--- config.mk ---
export PLATFORM = sky130hd
export DESIGN_NAME = cwd_decoder
export DESIGN_NICKNAME = d
export VERILOG_FILES = /design/src/include/cwd_pkg.sv /design/src/rtl/cwd_decoder.sv /design/src/rtl/cwd_store.sv
export SDC_FILE = /design/constraint.sdc
export NUM_CORES = 1
export LEC_CHECK = 0
export ABC_AREA = 1
export BUFFER_PORTS_ARGS = -buffer_cell sky130_fd_sc_hd__buf_2
export CAP_MARGIN = 0
export CORE_UTILIZATION = 41
export DETAILED_ROUTE_END_ITERATION = 6
export PLACE_DENSITY = 0.62
export SYNTH_ARGS = -nofsm -noshare
export SYNTH_HDL_FRONTEND = slang
export SYNTH_HIERARCHICAL = 1
export SYNTH_SLANG_ARGS = --single-unit
--- constraint.sdc ---
create_clock -name ref_clk -period 2.7 [get_ports ref_clk]
set_clock_uncertainty 0.05 [all_clocks]
set_input_delay 0.135 -clock ref_clk [delete_from_list [all_inputs] [get_ports ref_clk]]
set_output_delay 0.135 -clock ref_clk [all_outputs]
set_load 0.01 [all_outputs]
--- src/include/cwd_pkg.sv ---
`default_nettype none
package cwd_pkg;
  // Word indices; the bus byte address is four times the index
  localparam logic [15:0] IDX_PRIMARY   = 16'h2007;
  localparam logic [15:0] IDX_SECONDARY = 16'h2008;
  localparam logic [15:0] IDX_CTRL      = 16'h2009;
  localparam logic [15:0] IDX_STATUS    = 16'h200a;
  localparam logic [17:0] ADDR_PRIMARY   = {IDX_PRIMARY, 2'h0};
  localparam logic [17:0] ADDR_SECONDARY = {IDX_SECONDARY, 2'h0};
  localparam logic [17:0] ADDR_CTRL      = {IDX_CTRL, 2'h0};
  localparam logic [17:0] ADDR_STATUS    = {IDX_STATUS, 2'h0};
  localparam int WORD_W = 14;
  // Primary word fields
  localparam int P_PROTECT   = 13;
  localparam int P_CAPMUX    = 12;
  localparam int P_RESERVED  = 11;
  localparam int P_THR_LO    = 7;
  localparam int P_BROWN_EN  = 6;
  localparam int P_RESET_PIN = 5;
  localparam int P_OSC_HI    = 4;
  localparam int P_PWRUP     = 3;
  localparam int P_WATCHDOG  = 2;
  localparam int P_OSC_LO    = 0;
  // Secondary word fields
  localparam int S_BROWN_SOFT = 6;
  localparam int S_SWITCHOVER = 1;
  localparam int S_FAILSAFE   = 0;
  // Unimplemented positions that read as one
  localparam logic [13:0] PRIMARY_ONES   = 14'h0600;
  localparam logic [13:0] SECONDARY_ONES = 14'h3fbc;
  localparam logic [13:0] ERASED_WORD    = 14'h3fff;
  localparam logic [12:0] PROTECT_TOP_LARGE = 13'h1fff;
  localparam logic [12:0] PROTECT_TOP_SMALL = 13'h0fff;
  // Trip levels in millivolts
  localparam logic [12:0] TRIP_MV_11 = 13'h07d0;
  localparam logic [12:0] TRIP_MV_10 = 13'h0a8c;
  localparam logic [12:0] TRIP_MV_01 = 13'h1068;
  localparam logic [12:0] TRIP_MV_00 = 13'h1194;
  localparam logic [1:0] BROWN_ALWAYS = 2'h3;
  localparam logic [1:0] BROWN_RUNNING = 2'h2;
  localparam logic [1:0] BROWN_SOFT = 2'h1;
  localparam logic [2:0] OSC_ERC_CLKOUT = 3'h7;
  localparam logic [2:0] OSC_ERC_IO     = 3'h6;
  localparam logic [2:0] OSC_IRC_CLKOUT = 3'h5;
  localparam logic [2:0] OSC_IRC_IO     = 3'h4;
  localparam logic [2:0] OSC_EXT_CLOCK  = 3'h3;
  localparam logic [2:0] OSC_FAST_XTAL  = 3'h2;
  localparam logic [2:0] OSC_STD_XTAL   = 3'h1;
  localparam int CTRL_SOFT_BROWN = 0;
  localparam logic CTRL_RESET = 1'h0;
  localparam logic [1:0] SETTLE_CYCLES = 2'h2;
  typedef enum logic [3:0] {
    ST_SYNC     = 4'h1,
    ST_LOAD_PRI = 4'h2,
    ST_LOAD_SEC = 4'h4,
    ST_RUN      = 4'h8
  } cwd_state_t;
  typedef enum logic [5:0] {
    OM_EXTERNAL_RC  = 6'h01,
    OM_INTERNAL_RC  = 6'h02,
    OM_EXTERNAL_CLK = 6'h04,
    OM_HIGH_SPEED   = 6'h08,
    OM_STANDARD     = 6'h10,
    OM_LOW_POWER    = 6'h20
  } cwd_osc_t;
endpackage
`default_nettype wire

--- src/rtl/cwd_decoder.sv ---
// Notes on behaviour
// - Primary word is fourteen bits at configuration index 2007h.
// - Bit 13 zero protects all program memory up to 1FFFh or 0FFFh.
// - Primary bits 10-9 and secondary 13-7, 5-2 read as one.
// - Bits 8-7 pick trip level 2.0, 2.7, 4.2 or 4.5 volts.
// - Enable pair 11 keeps brown-out reset always on.
// - Enable pair 10 runs brown-out reset but drops it during sleep.
// - Pair 01 hands brown-out reset to a software bit; 00 disables it.
// - Bit 5 one makes port E pin 3 external reset, else plain input.
// - Bit 3 zero enables the power-up timer.
// - Bit 2 one enables the watchdog.
// - Oscillator codes 111 and 110 are external RC, clock out or port I/O.
// - Codes 101 and 100 are internal RC; pin 7 I/O, pin 6 clock out or I/O.
// - Code 011 external clock, 010 fast, 001 standard, 000 low-power crystal.
// - Secondary word at 2008h holds the brown-out soft enable at bit 6.
// - Secondary bit 1 enables clock switch-over.
// - Secondary bit 0 enables the fail-safe clock monitor.
`timescale 1ns/10ps
`default_nettype none
module cwd_decoder (
  // Clock and reset
  input  wire logic           ref_clk,
  input  wire logic           arst_n,
  // APB slave
  input  wire logic           psel,
  input  wire logic           penable,
  input  wire logic           pwrite,
  input  wire logic [17:0]    paddr,
  input  wire logic [31:0]    pwdata,
  output logic      [31:0]    prdata,
  output logic                pready,
  output logic                pslverr,
  // Non-volatile words and strap
  input  wire logic [13:0]    nv_primary_word,
  input  wire logic [13:0]    nv_secondary_word,
  input  wire logic           large_part_strap,
  // Runtime inputs
  input  wire logic           sleep_active,
  input  wire logic           port_e_pin3_in,
  // Decoded settings
  output logic                config_valid_q,
  output logic                program_protect_q,
  output logic      [12:0]    protect_top_q,
  output logic                capture_on_port_c_pin1_q,
  output logic                capture_on_port_b_pin3_q,
  output logic      [1:0]     brownout_threshold_select_q,
  output logic      [12:0]    brownout_trip_level_q,
  output logic                brownout_reset_en_q,
  output logic                reset_pin_select_q,
  output logic                external_reset_q,
  output logic                port_e_pin3_q,
  output logic                powerup_timer_en_q,
  output logic                watchdog_enable_q,
  output cwd_pkg::cwd_osc_t   oscillator_mode_q,
  output logic                clock_out_en_q,
  output logic                port_a_pin6_io_q,
  output logic                port_a_pin7_io_q,
  output logic                clock_switchover_enable_q,
  output logic                failsafe_monitor_enable_q
);
  cwd_pkg::cwd_state_t state_q;
  logic [1:0]  settle_q;
  logic [13:0] pri_s1_q;
  logic [13:0] pri_s2_q;
  logic [13:0] sec_s1_q;
  logic [13:0] sec_s2_q;
  logic        strap_s1_q;
  logic        strap_s2_q;
  logic        pin_s1_q;
  logic        pin_s2_q;
  logic [13:0] cfg_pri_q;
  logic [13:0] cfg_sec_q;
  logic        reserved_fault_q;
  logic        runtime_brownout_control_q;
  logic [31:0] prdata_q;
  logic        pready_q;
  logic        pslverr_q;
  logic [13:0] store_rdata;

  // Pins and the non-volatile array sit outside this clock
  always_ff @(posedge ref_clk or negedge arst_n)
  begin
    if (!arst_n)
    begin
      pri_s1_q   <= cwd_pkg::ERASED_WORD;
      pri_s2_q   <= cwd_pkg::ERASED_WORD;
      sec_s1_q   <= cwd_pkg::ERASED_WORD;
      sec_s2_q   <= cwd_pkg::ERASED_WORD;
      strap_s1_q <= 1'h0;
      strap_s2_q <= 1'h0;
      pin_s1_q   <= 1'h1;
      pin_s2_q   <= 1'h1;
    end
    else
    begin
      pri_s1_q   <= nv_primary_word;
      pri_s2_q   <= pri_s1_q;
      sec_s1_q   <= nv_secondary_word;
      sec_s2_q   <= sec_s1_q;
      strap_s1_q <= large_part_strap;
      strap_s2_q <= strap_s1_q;
      pin_s1_q   <= port_e_pin3_in;
      pin_s2_q   <= pin_s1_q;
    end
  end

  // Load sequencing
  wire logic in_run   = (state_q == cwd_pkg::ST_RUN);
  wire logic load_pri = (state_q == cwd_pkg::ST_LOAD_PRI);
  wire logic load_sec = (state_q == cwd_pkg::ST_LOAD_SEC);

  always_ff @(posedge ref_clk or negedge arst_n)
  begin
    if (!arst_n)
    begin
      state_q  <= cwd_pkg::ST_SYNC;
      settle_q <= 2'h0;
    end
    else
    begin
      case (state_q)
        cwd_pkg::ST_SYNC:
        begin
          settle_q <= settle_q + 2'h1;
          if (settle_q == cwd_pkg::SETTLE_CYCLES)
            state_q <= cwd_pkg::ST_LOAD_PRI;
        end
        cwd_pkg::ST_LOAD_PRI: state_q <= cwd_pkg::ST_LOAD_SEC;
        cwd_pkg::ST_LOAD_SEC: state_q <= cwd_pkg::ST_RUN;
        default: state_q <= cwd_pkg::ST_RUN;
      endcase
    end
  end

  // Words are captured once; later changes on the array wait for a new reset
  cwd_store u_store (
    .ref_clk (ref_clk),
    .arst_n  (arst_n),
    .we      (load_pri || load_sec),
    .waddr   (load_sec),
    .wdata   (load_sec ? sec_s2_q : pri_s2_q),
    .raddr   (paddr == cwd_pkg::ADDR_SECONDARY),
    .rdata_q (store_rdata)
  );

  // Decode of the synchronised words
  wire logic [2:0] osc_code = {pri_s2_q[cwd_pkg::P_OSC_HI], pri_s2_q[cwd_pkg::P_OSC_LO +: 2]};
  wire logic [1:0] thr_code = pri_s2_q[cwd_pkg::P_THR_LO +: 2];
  wire cwd_pkg::cwd_osc_t dec_osc =
    (osc_code[2:1] == 2'h3)            ? cwd_pkg::OM_EXTERNAL_RC :
    (osc_code[2:1] == 2'h2)            ? cwd_pkg::OM_INTERNAL_RC :
    (osc_code == cwd_pkg::OSC_EXT_CLOCK) ? cwd_pkg::OM_EXTERNAL_CLK :
    (osc_code == cwd_pkg::OSC_FAST_XTAL) ? cwd_pkg::OM_HIGH_SPEED :
    (osc_code == cwd_pkg::OSC_STD_XTAL)  ? cwd_pkg::OM_STANDARD : cwd_pkg::OM_LOW_POWER;
  wire logic dec_clkout = (osc_code == cwd_pkg::OSC_ERC_CLKOUT) || (osc_code == cwd_pkg::OSC_IRC_CLKOUT);
  wire logic dec_pin6_io = (osc_code == cwd_pkg::OSC_ERC_IO) || (osc_code == cwd_pkg::OSC_IRC_IO)
                        || (osc_code == cwd_pkg::OSC_EXT_CLOCK);
  wire logic dec_pin7_io = (osc_code[2:1] == 2'h2);
  wire logic [12:0] dec_trip =
    (thr_code == 2'h3) ? cwd_pkg::TRIP_MV_11 :
    (thr_code == 2'h2) ? cwd_pkg::TRIP_MV_10 :
    (thr_code == 2'h1) ? cwd_pkg::TRIP_MV_01 : cwd_pkg::TRIP_MV_00;
  wire logic dec_protect = !pri_s2_q[cwd_pkg::P_PROTECT];

  always_ff @(posedge ref_clk or negedge arst_n)
  begin
    if (!arst_n)
    begin
      cfg_pri_q                   <= cwd_pkg::ERASED_WORD;
      cfg_sec_q                   <= cwd_pkg::ERASED_WORD;
      program_protect_q           <= 1'h0;
      protect_top_q               <= 13'h0000;
      capture_on_port_c_pin1_q    <= 1'h0;
      capture_on_port_b_pin3_q    <= 1'h0;
      brownout_threshold_select_q <= 2'h0;
      brownout_trip_level_q       <= 13'h0000;
      reset_pin_select_q          <= 1'h0;
      powerup_timer_en_q          <= 1'h0;
      watchdog_enable_q           <= 1'h0;
      oscillator_mode_q           <= cwd_pkg::OM_LOW_POWER;
      clock_out_en_q              <= 1'h0;
      port_a_pin6_io_q            <= 1'h0;
      port_a_pin7_io_q            <= 1'h0;
      clock_switchover_enable_q   <= 1'h0;
      failsafe_monitor_enable_q   <= 1'h0;
      reserved_fault_q            <= 1'h0;
      config_valid_q              <= 1'h0;
    end
    else if (load_sec)
    begin
      cfg_pri_q                   <= pri_s2_q;
      cfg_sec_q                   <= sec_s2_q;
      program_protect_q           <= dec_protect;
      protect_top_q               <= !dec_protect ? 13'h0000 :
                                     strap_s2_q ? cwd_pkg::PROTECT_TOP_LARGE : cwd_pkg::PROTECT_TOP_SMALL;
      capture_on_port_c_pin1_q    <= pri_s2_q[cwd_pkg::P_CAPMUX];
      capture_on_port_b_pin3_q    <= !pri_s2_q[cwd_pkg::P_CAPMUX];
      brownout_threshold_select_q <= thr_code;
      brownout_trip_level_q       <= dec_trip;
      reset_pin_select_q          <= pri_s2_q[cwd_pkg::P_RESET_PIN];
      powerup_timer_en_q          <= !pri_s2_q[cwd_pkg::P_PWRUP];
      watchdog_enable_q           <= pri_s2_q[cwd_pkg::P_WATCHDOG];
      oscillator_mode_q           <= dec_osc;
      clock_out_en_q              <= dec_clkout;
      port_a_pin6_io_q            <= dec_pin6_io;
      port_a_pin7_io_q            <= dec_pin7_io;
      clock_switchover_enable_q   <= sec_s2_q[cwd_pkg::S_SWITCHOVER];
      failsafe_monitor_enable_q   <= sec_s2_q[cwd_pkg::S_FAILSAFE];
      // A cleared reserved bit is flagged only; behaviour is not defined for it
      reserved_fault_q            <= !pri_s2_q[cwd_pkg::P_RESERVED];
      config_valid_q              <= 1'h1;
    end
  end

  // Brown-out reset and reset pin follow live conditions once loaded
  wire logic [1:0] brown_pair = {cfg_pri_q[cwd_pkg::P_BROWN_EN], cfg_sec_q[cwd_pkg::S_BROWN_SOFT]};
  wire logic brown_now =
    (brown_pair == cwd_pkg::BROWN_ALWAYS)  ? 1'h1 :
    (brown_pair == cwd_pkg::BROWN_RUNNING) ? !sleep_active :
    (brown_pair == cwd_pkg::BROWN_SOFT)    ? runtime_brownout_control_q : 1'h0;
  wire logic pin_is_reset = cfg_pri_q[cwd_pkg::P_RESET_PIN];

  always_ff @(posedge ref_clk or negedge arst_n)
  begin
    if (!arst_n)
    begin
      brownout_reset_en_q <= 1'h0;
      external_reset_q    <= 1'h0;
      port_e_pin3_q       <= 1'h0;
    end
    else
    begin
      brownout_reset_en_q <= in_run && brown_now;
      // Pin low means reset asserted; as plain input the reset stays inactive
      external_reset_q    <= in_run && pin_is_reset && !pin_s2_q;
      port_e_pin3_q       <= in_run && !pin_is_reset && pin_s2_q;
    end
  end

  // APB decode; one wait state so read data can leave a flip-flop
  wire logic hit_pri  = (paddr == cwd_pkg::ADDR_PRIMARY);
  wire logic hit_sec  = (paddr == cwd_pkg::ADDR_SECONDARY);
  wire logic hit_ctrl = (paddr == cwd_pkg::ADDR_CTRL);
  wire logic hit_stat = (paddr == cwd_pkg::ADDR_STATUS);
  wire logic access   = psel && penable;
  wire logic bad_req  = !(hit_pri || hit_sec || hit_ctrl || hit_stat) || (pwrite && !hit_ctrl);
  wire logic [31:0] rd_mux =
    hit_pri  ? {18'h00000, store_rdata | cwd_pkg::PRIMARY_ONES} :
    hit_sec  ? {18'h00000, store_rdata | cwd_pkg::SECONDARY_ONES} :
    hit_ctrl ? {31'h00000000, runtime_brownout_control_q} :
    hit_stat ? {29'h00000000, reserved_fault_q, brownout_reset_en_q, config_valid_q} : 32'h00000000;
  wire logic do_write = access && pready_q && pwrite && hit_ctrl;

  always_ff @(posedge ref_clk or negedge arst_n)
  begin
    if (!arst_n)
    begin
      prdata_q  <= 32'h00000000;
      pready_q  <= 1'h0;
      pslverr_q <= 1'h0;
    end
    else if (pready_q)
    begin
      pready_q  <= 1'h0;
      pslverr_q <= 1'h0;
    end
    else if (access)
    begin
      pready_q  <= 1'h1;
      pslverr_q <= bad_req;
      prdata_q  <= pwrite ? 32'h00000000 : rd_mux;
    end
  end

  always_ff @(posedge ref_clk or negedge arst_n)
  begin
    if (!arst_n)
      runtime_brownout_control_q <= cwd_pkg::CTRL_RESET;
    else if (do_write)
      runtime_brownout_control_q <= pwdata[cwd_pkg::CTRL_SOFT_BROWN];
  end

  assign prdata  = prdata_q;
  assign pready  = pready_q;
  assign pslverr = pslverr_q;
endmodule // cwd_decoder
`default_nettype wire

--- src/rtl/cwd_store.sv ---
`timescale 1ns/10ps
`default_nettype none
module cwd_store (
  // Clock and reset
  input  wire logic        ref_clk,
  input  wire logic        arst_n,
  // Write side
  input  wire logic        we,
  input  wire logic        waddr,
  input  wire logic [13:0] wdata,
  // Read side
  input  wire logic        raddr,
  output logic      [13:0] rdata_q
);
  logic [13:0] mem_q [2];

  genvar gi;
  generate
    for (gi = 0; gi < 2; gi++)
    begin : g_entry
      // An unloaded entry reads like erased non-volatile cells
      always_ff @(posedge ref_clk or negedge arst_n)
      begin
        if (!arst_n)
          mem_q[gi] <= cwd_pkg::ERASED_WORD;
        else if (we && (waddr == 1'(gi)))
          mem_q[gi] <= wdata;
      end
    end
  endgenerate

  always_ff @(posedge ref_clk or negedge arst_n)
  begin
    if (!arst_n)
      rdata_q <= cwd_pkg::ERASED_WORD;
    else
      rdata_q <= mem_q[raddr];
  end
endmodule // cwd_store
`default_nettype wire

Word-level counts from Yosys, hierarchy flattened
Cells that the tools add are included.
Operators by class
  $add $sub $neg: 1
  $lt $le $gt $ge: 1
  equality and inequality tests: 25
  muxes and demuxes: 28
  bitwise logic cells: 3
  reductions and logical operators: 31
Operator list (count)
  $mux 14: 7
  $eq 18x16->1 const B: 4
  $mux 13: 4
  $mux 6: 5
  $eq 2x2->1 const B: 7
  $eq 3x3->1 const B: 4
  $logic_and 1x1->1: 12
  $logic_not 1->1: 9
  $mux 9: 1
  $logic_or 1x1->1: 8
  $pmux 4 s2: 1
  $mux 1: 7
  $eq 3x2->1 const B: 2
  $mux 3: 2
  $eq 2x1->1 const B: 2
  $eq 4x1->1 const B: 1
  $eq 4x2->1 const B: 1
  $eq 4x3->1 const B: 1
  $eq 4x4->1 const B: 1
  $mux 4: 1
  $eq 3x1->1 const B: 1
  $add 2x1->2 const B: 1
  $ge 2x2->1 const B: 1
  $ne 2x2->1 const B: 1
  4 further kinds: 5
Word-level totals
  bits in registers: 207
  input bits: 86
  output and inout bits: 83
  word-level logic and storage cells: 128

Longest topological paths before layout
  depth in word-level cells: 8
  mapped depth: 10
  mapped depth without buffers: 10

Modules after synthesis
The synthesis kept the hierarchy.
Modules (own cells, without submodules)
  cwd_decoder: instances 1, cells each 426, area an instance 4628.2 um^2, sequential area each 3056.7 um^2
  cwd_store: instances 1, cells each 182, area an instance 1711.6 um^2, sequential area each 1103.6 um^2

Worst setup path after synthesis
Ideal clock, no wire load.
  path type: register to register
  from: reg state_q[0]
  to: reg u_store/mem_q[21] (netlist bit)
  setup time: 0.076 ns
  arrival time: 1.529 ns
  data required time: 2.574 ns
  setup slack: 1.046 ns
  cell stages (with the launch flop): 9
  path buffers: 2
  period minus slack after synthesis: 1.654 ns
  cells stage by stage: dfstp_2 -> nor2_2 -> nand3_2 -> inv_2 -> or2_2 -> buf_4 -> buf_4 -> nand3_1 -> nand2_1
Between the ends
  longest elaborated chain between the ends: 3
  elaborated cells between the ends (all ways): 6
  classes of those cells: eq/ne (2); mux (1); bitwise (1); reduce/logical (2)
RTL lines
  start: declaration: line cwd_decoder.sv:61  | cwd_pkg::cwd_state_t state_q;
  start signal: assignment: line cwd_decoder.sv:116  | state_q <= cwd_pkg::ST_SYNC;
  start signal: assignment: line cwd_decoder.sv:126  | state_q <= cwd_pkg::ST_LOAD_PRI;
  start signal: assignment: line cwd_decoder.sv:128  | cwd_pkg::ST_LOAD_PRI: state_q <= cwd_pkg::ST_LOAD_SEC;
  $eq 4x2->1 or $eq 4x3->1 (tied branches): line cwd_decoder.sv:109, cwd_decoder.sv:110
  $logic_or 1x1->1 or $not 1->1 (tied branches): line cwd_decoder.sv:139, cwd_store.sv:26
  $logic_and 1x1->1: line cwd_store.sv:26  | else if (we && (waddr == 1'(gi)))
  end signal: indexed assignment: line cwd_store.sv:25  | mem_q[gi] <= cwd_pkg::ERASED_WORD;
  end signal: indexed assignment: line cwd_store.sv:27  | mem_q[gi] <= wdata;
  end: declaration: line cwd_store.sv:15  | logic [13:0] mem_q [2];
Parallel ways exist; a longest one is shown, timed or not.
A chain may end at the register's enable or synchronous reset.

Worst setup path in the final report
  from: reg state_q[3]
  to: reg u_store/mem_q[6] (netlist bit)
Between the ends
  longest elaborated chain between the ends: 3
  elaborated cells between the ends (all ways): 5
  classes of those cells: eq/ne (2); mux (1); reduce/logical (2)
RTL lines
  $eq 4x2->1 or $eq 4x3->1 (tied branches): line cwd_decoder.sv:109, cwd_decoder.sv:110
  $logic_or 1x1->1: line cwd_decoder.sv:139  | .we (load_pri || load_sec),
  $logic_and 1x1->1: line cwd_store.sv:26
Parallel ways exist; a longest one is shown, timed or not.

==> out/results.tsv <==
metric	value	unit
outcome	finished clean	
combinational power share	3.9	%
Max Slew Vio Count	0	
YS warnings	6	
unrepaired setup endpoints after global routing	no	
first-pass GRT wire length	18200	um
final-report hold violation count	0	
Worst path top cell family by delay	simple AND/OR/NAND/NOR gates	
Port-buffer cells	113	
Fill cells	1227	
CTS max path bufs	2	
FF-to-FF path depth	5	
share of cells above drive strength 1	36.6	%
via count of the first global-routing pass	3872	
worst skew pair latency	0.42	ns
Max-slew headroom	61.0	%
Crit Path Class	flip-flop to flip-flop	
WHS Endpoint	pslverr	
DR vias/cell	4.51	
switch share	20.9	%
Internal Power	3810	uW
VDD IR max	0.535	mV
net total in the final layout	791	
CP startpoint kind	flip-flop	
row cnt	43	
initial antenna violation count	0	
DRT Pass-1 Iters	6	
critical path required time	2.99	ns
Leak Pwr	0.00370	uW
Worst Tran Pin Value	0.585	ns
total CTS buffers	17	
core area	13900	um^2
PD cells	660	nW/um^2
pin count of the biggest net entering global routing	65	
CTS Hold Bufs	31	
f_max	0.478	GHz
Seq pwr share	47.7	%
Vias	4025	
r2r setup slk	0.61	ns
GRT Residual Overflow	0	
GR Util All Layers	16.1	%
clock slew at reported path FFs	0.06	ns
CTS tree	done	
WHS Path Cells	6	
Initial Util	42.2	%
Root Buffer Master	clkbuf_16	
ANT cells	0	
crit end category	flip-flop	
cells after synthesis	570	
Die X	122	um
final wirelength	10900	um
CTS H-Tree Depth	4	
Chip Height	122	um
DP Wirelength	7130	um
area grow syn2layout	24.3	%
final setup fails	0	
post-cts sizing count	0	
peak fanout along the critical path	26	
Bufs and invs on worst path	0	
Clk pwr share	48.5	%
postcts setup bufs	0	
Die Area	14800	um^2
GP Congestion	0.785	
Sw Pwr	1010	uW
num ports	169	
hold_sp	psel	
Top cell by count, worst path	nand2_1	
crit-path max cell delay	0.51	ns
Arr. time, crit path	2.38	ns
minimum clock period	2.09	ns
post-route ant nets	0	
Post-Syn Area	5870	um^2
Pwr Total	4820	uW
Tcrit/Tclk final	77.4	%
setup_tns	0	ns
post-DR wirelength/cell	12.3	um
Worst R2R Start	state_q[3]	
Max Cap Viol	0	
Tightest Hold Check Type	input port to flip-flop	
RR Endpoint	u_store/mem_q[6]	
CP cell instances	nor4_1, or2_2, nand2_1, nand2_1, nand2_1	
Worst path slowest cell	or2_2	
DRC Markers	0	
Initial DRC Count	163	
clk sinks	147	
Avg Inst Size Synth	10.3	um^2
==> metrics by stage <==
stage                     cell area (um^2)  util (%)  worst slack [ns]  hold WS (ns)  cells
final                                 7300      52.4             0.610        0.0436    893
after global routing                  7300      52.4             0.401        0.0555    893
after floorplan                       5950         -              1.05        -0.211    589
after detailed placement              6400      45.9             0.635         0.100    830
after global placement                6400      45.9             0.719        0.0934    830
after CTS                             7300      52.4             0.627        0.0187    893
==> worst min-delay path: cells and delay by family <==
kind / cells / cell delay, ns
buffers and inverters: 2 / 0.15
and+or+nand+nor: 4 / 0.20
==> flip-flops by register name, indices dropped and copies added (netlist names), 2 cells and up <==
signal	cells
prdata	13
protect_top_q	2
u_store/mem_q	24
pri_s2_q	12
brownout_trip_level_q	10
state_q	4
cfg_pri_q	2
sec_s2_q	12
pri_s1_q	12
sec_s1_q	12
oscillator_mode_q	6
brownout_threshold_select_q	2
settle_q	2
u_store/rdata_q	12
==> layout by cell type, fill, tap and decap left out, types with 5 or more instances in the layout <==
cell,count
nand2_1,165
buf_2,112
dfstp_2,91
dfrtp_1,56
inv_1,43
nand3_1,38
o21ai_0,33
dlygate4sd3_1,31
nor2_1,29
conb_1,20
clkbuf_16,17
o21ai_1,9
nor2_2,5
nor3_1,5
ha_1,5
==> power groups by stage <==
stage / combinational, uW / sequential (uW) / clock (uW)
after floorplan: 74.3 / 2330 / 0
after global placement: 152 / 2330 / 0
after detailed placement: 156 / 2330 / 0
after CTS: 190 / 2300 / 2390
after global routing: 213 / 2300 / 2490
final: 186 / 2300 / 2340
==> layer usage <==
metal	vias up	share of wire [%]	global-route usage, %
met5	-	0	0
met1	1882	47	20.7
met4	0	1.5	7.18
met2	131	46	25.5
met3	12	6.0	4.63
li1	2000	-	-
==> how the worst max path moves through the flow <==
stage,startpoint,end,slack (ns),cells after the start
3_5_place_dp,state_q[3],u_store/mem_q[6],0.63,5
5_1_grt,state_q[3],u_store/mem_q[2],0.40,5
2_1_floorplan,state_q[0],u_store/mem_q[21],1.05,8
3_3_place_gp,state_q[3],u_store/mem_q[0],0.72,5
4_1_cts,state_q[3],u_store/mem_q[6],0.63,5
6_report,state_q[3],u_store/mem_q[6],0.61,5
==> area by class of cell <==
class / instances / area (um^2) / share of cell area, %
flip-flops and latches: 147 / 3790 / 51.9
multi-input cells: 340 / 1600 / 21.9
repair buffers: 148 / 925 / 12.7
clock inverters: 12 / 154 / 2.11
clock buffers: 20 / 437 / 5.98
inverters: 46 / 173 / 2.36
well taps: 180 / 225 / 3.08
Note: power is estimated with default switching activity, not from simulation.
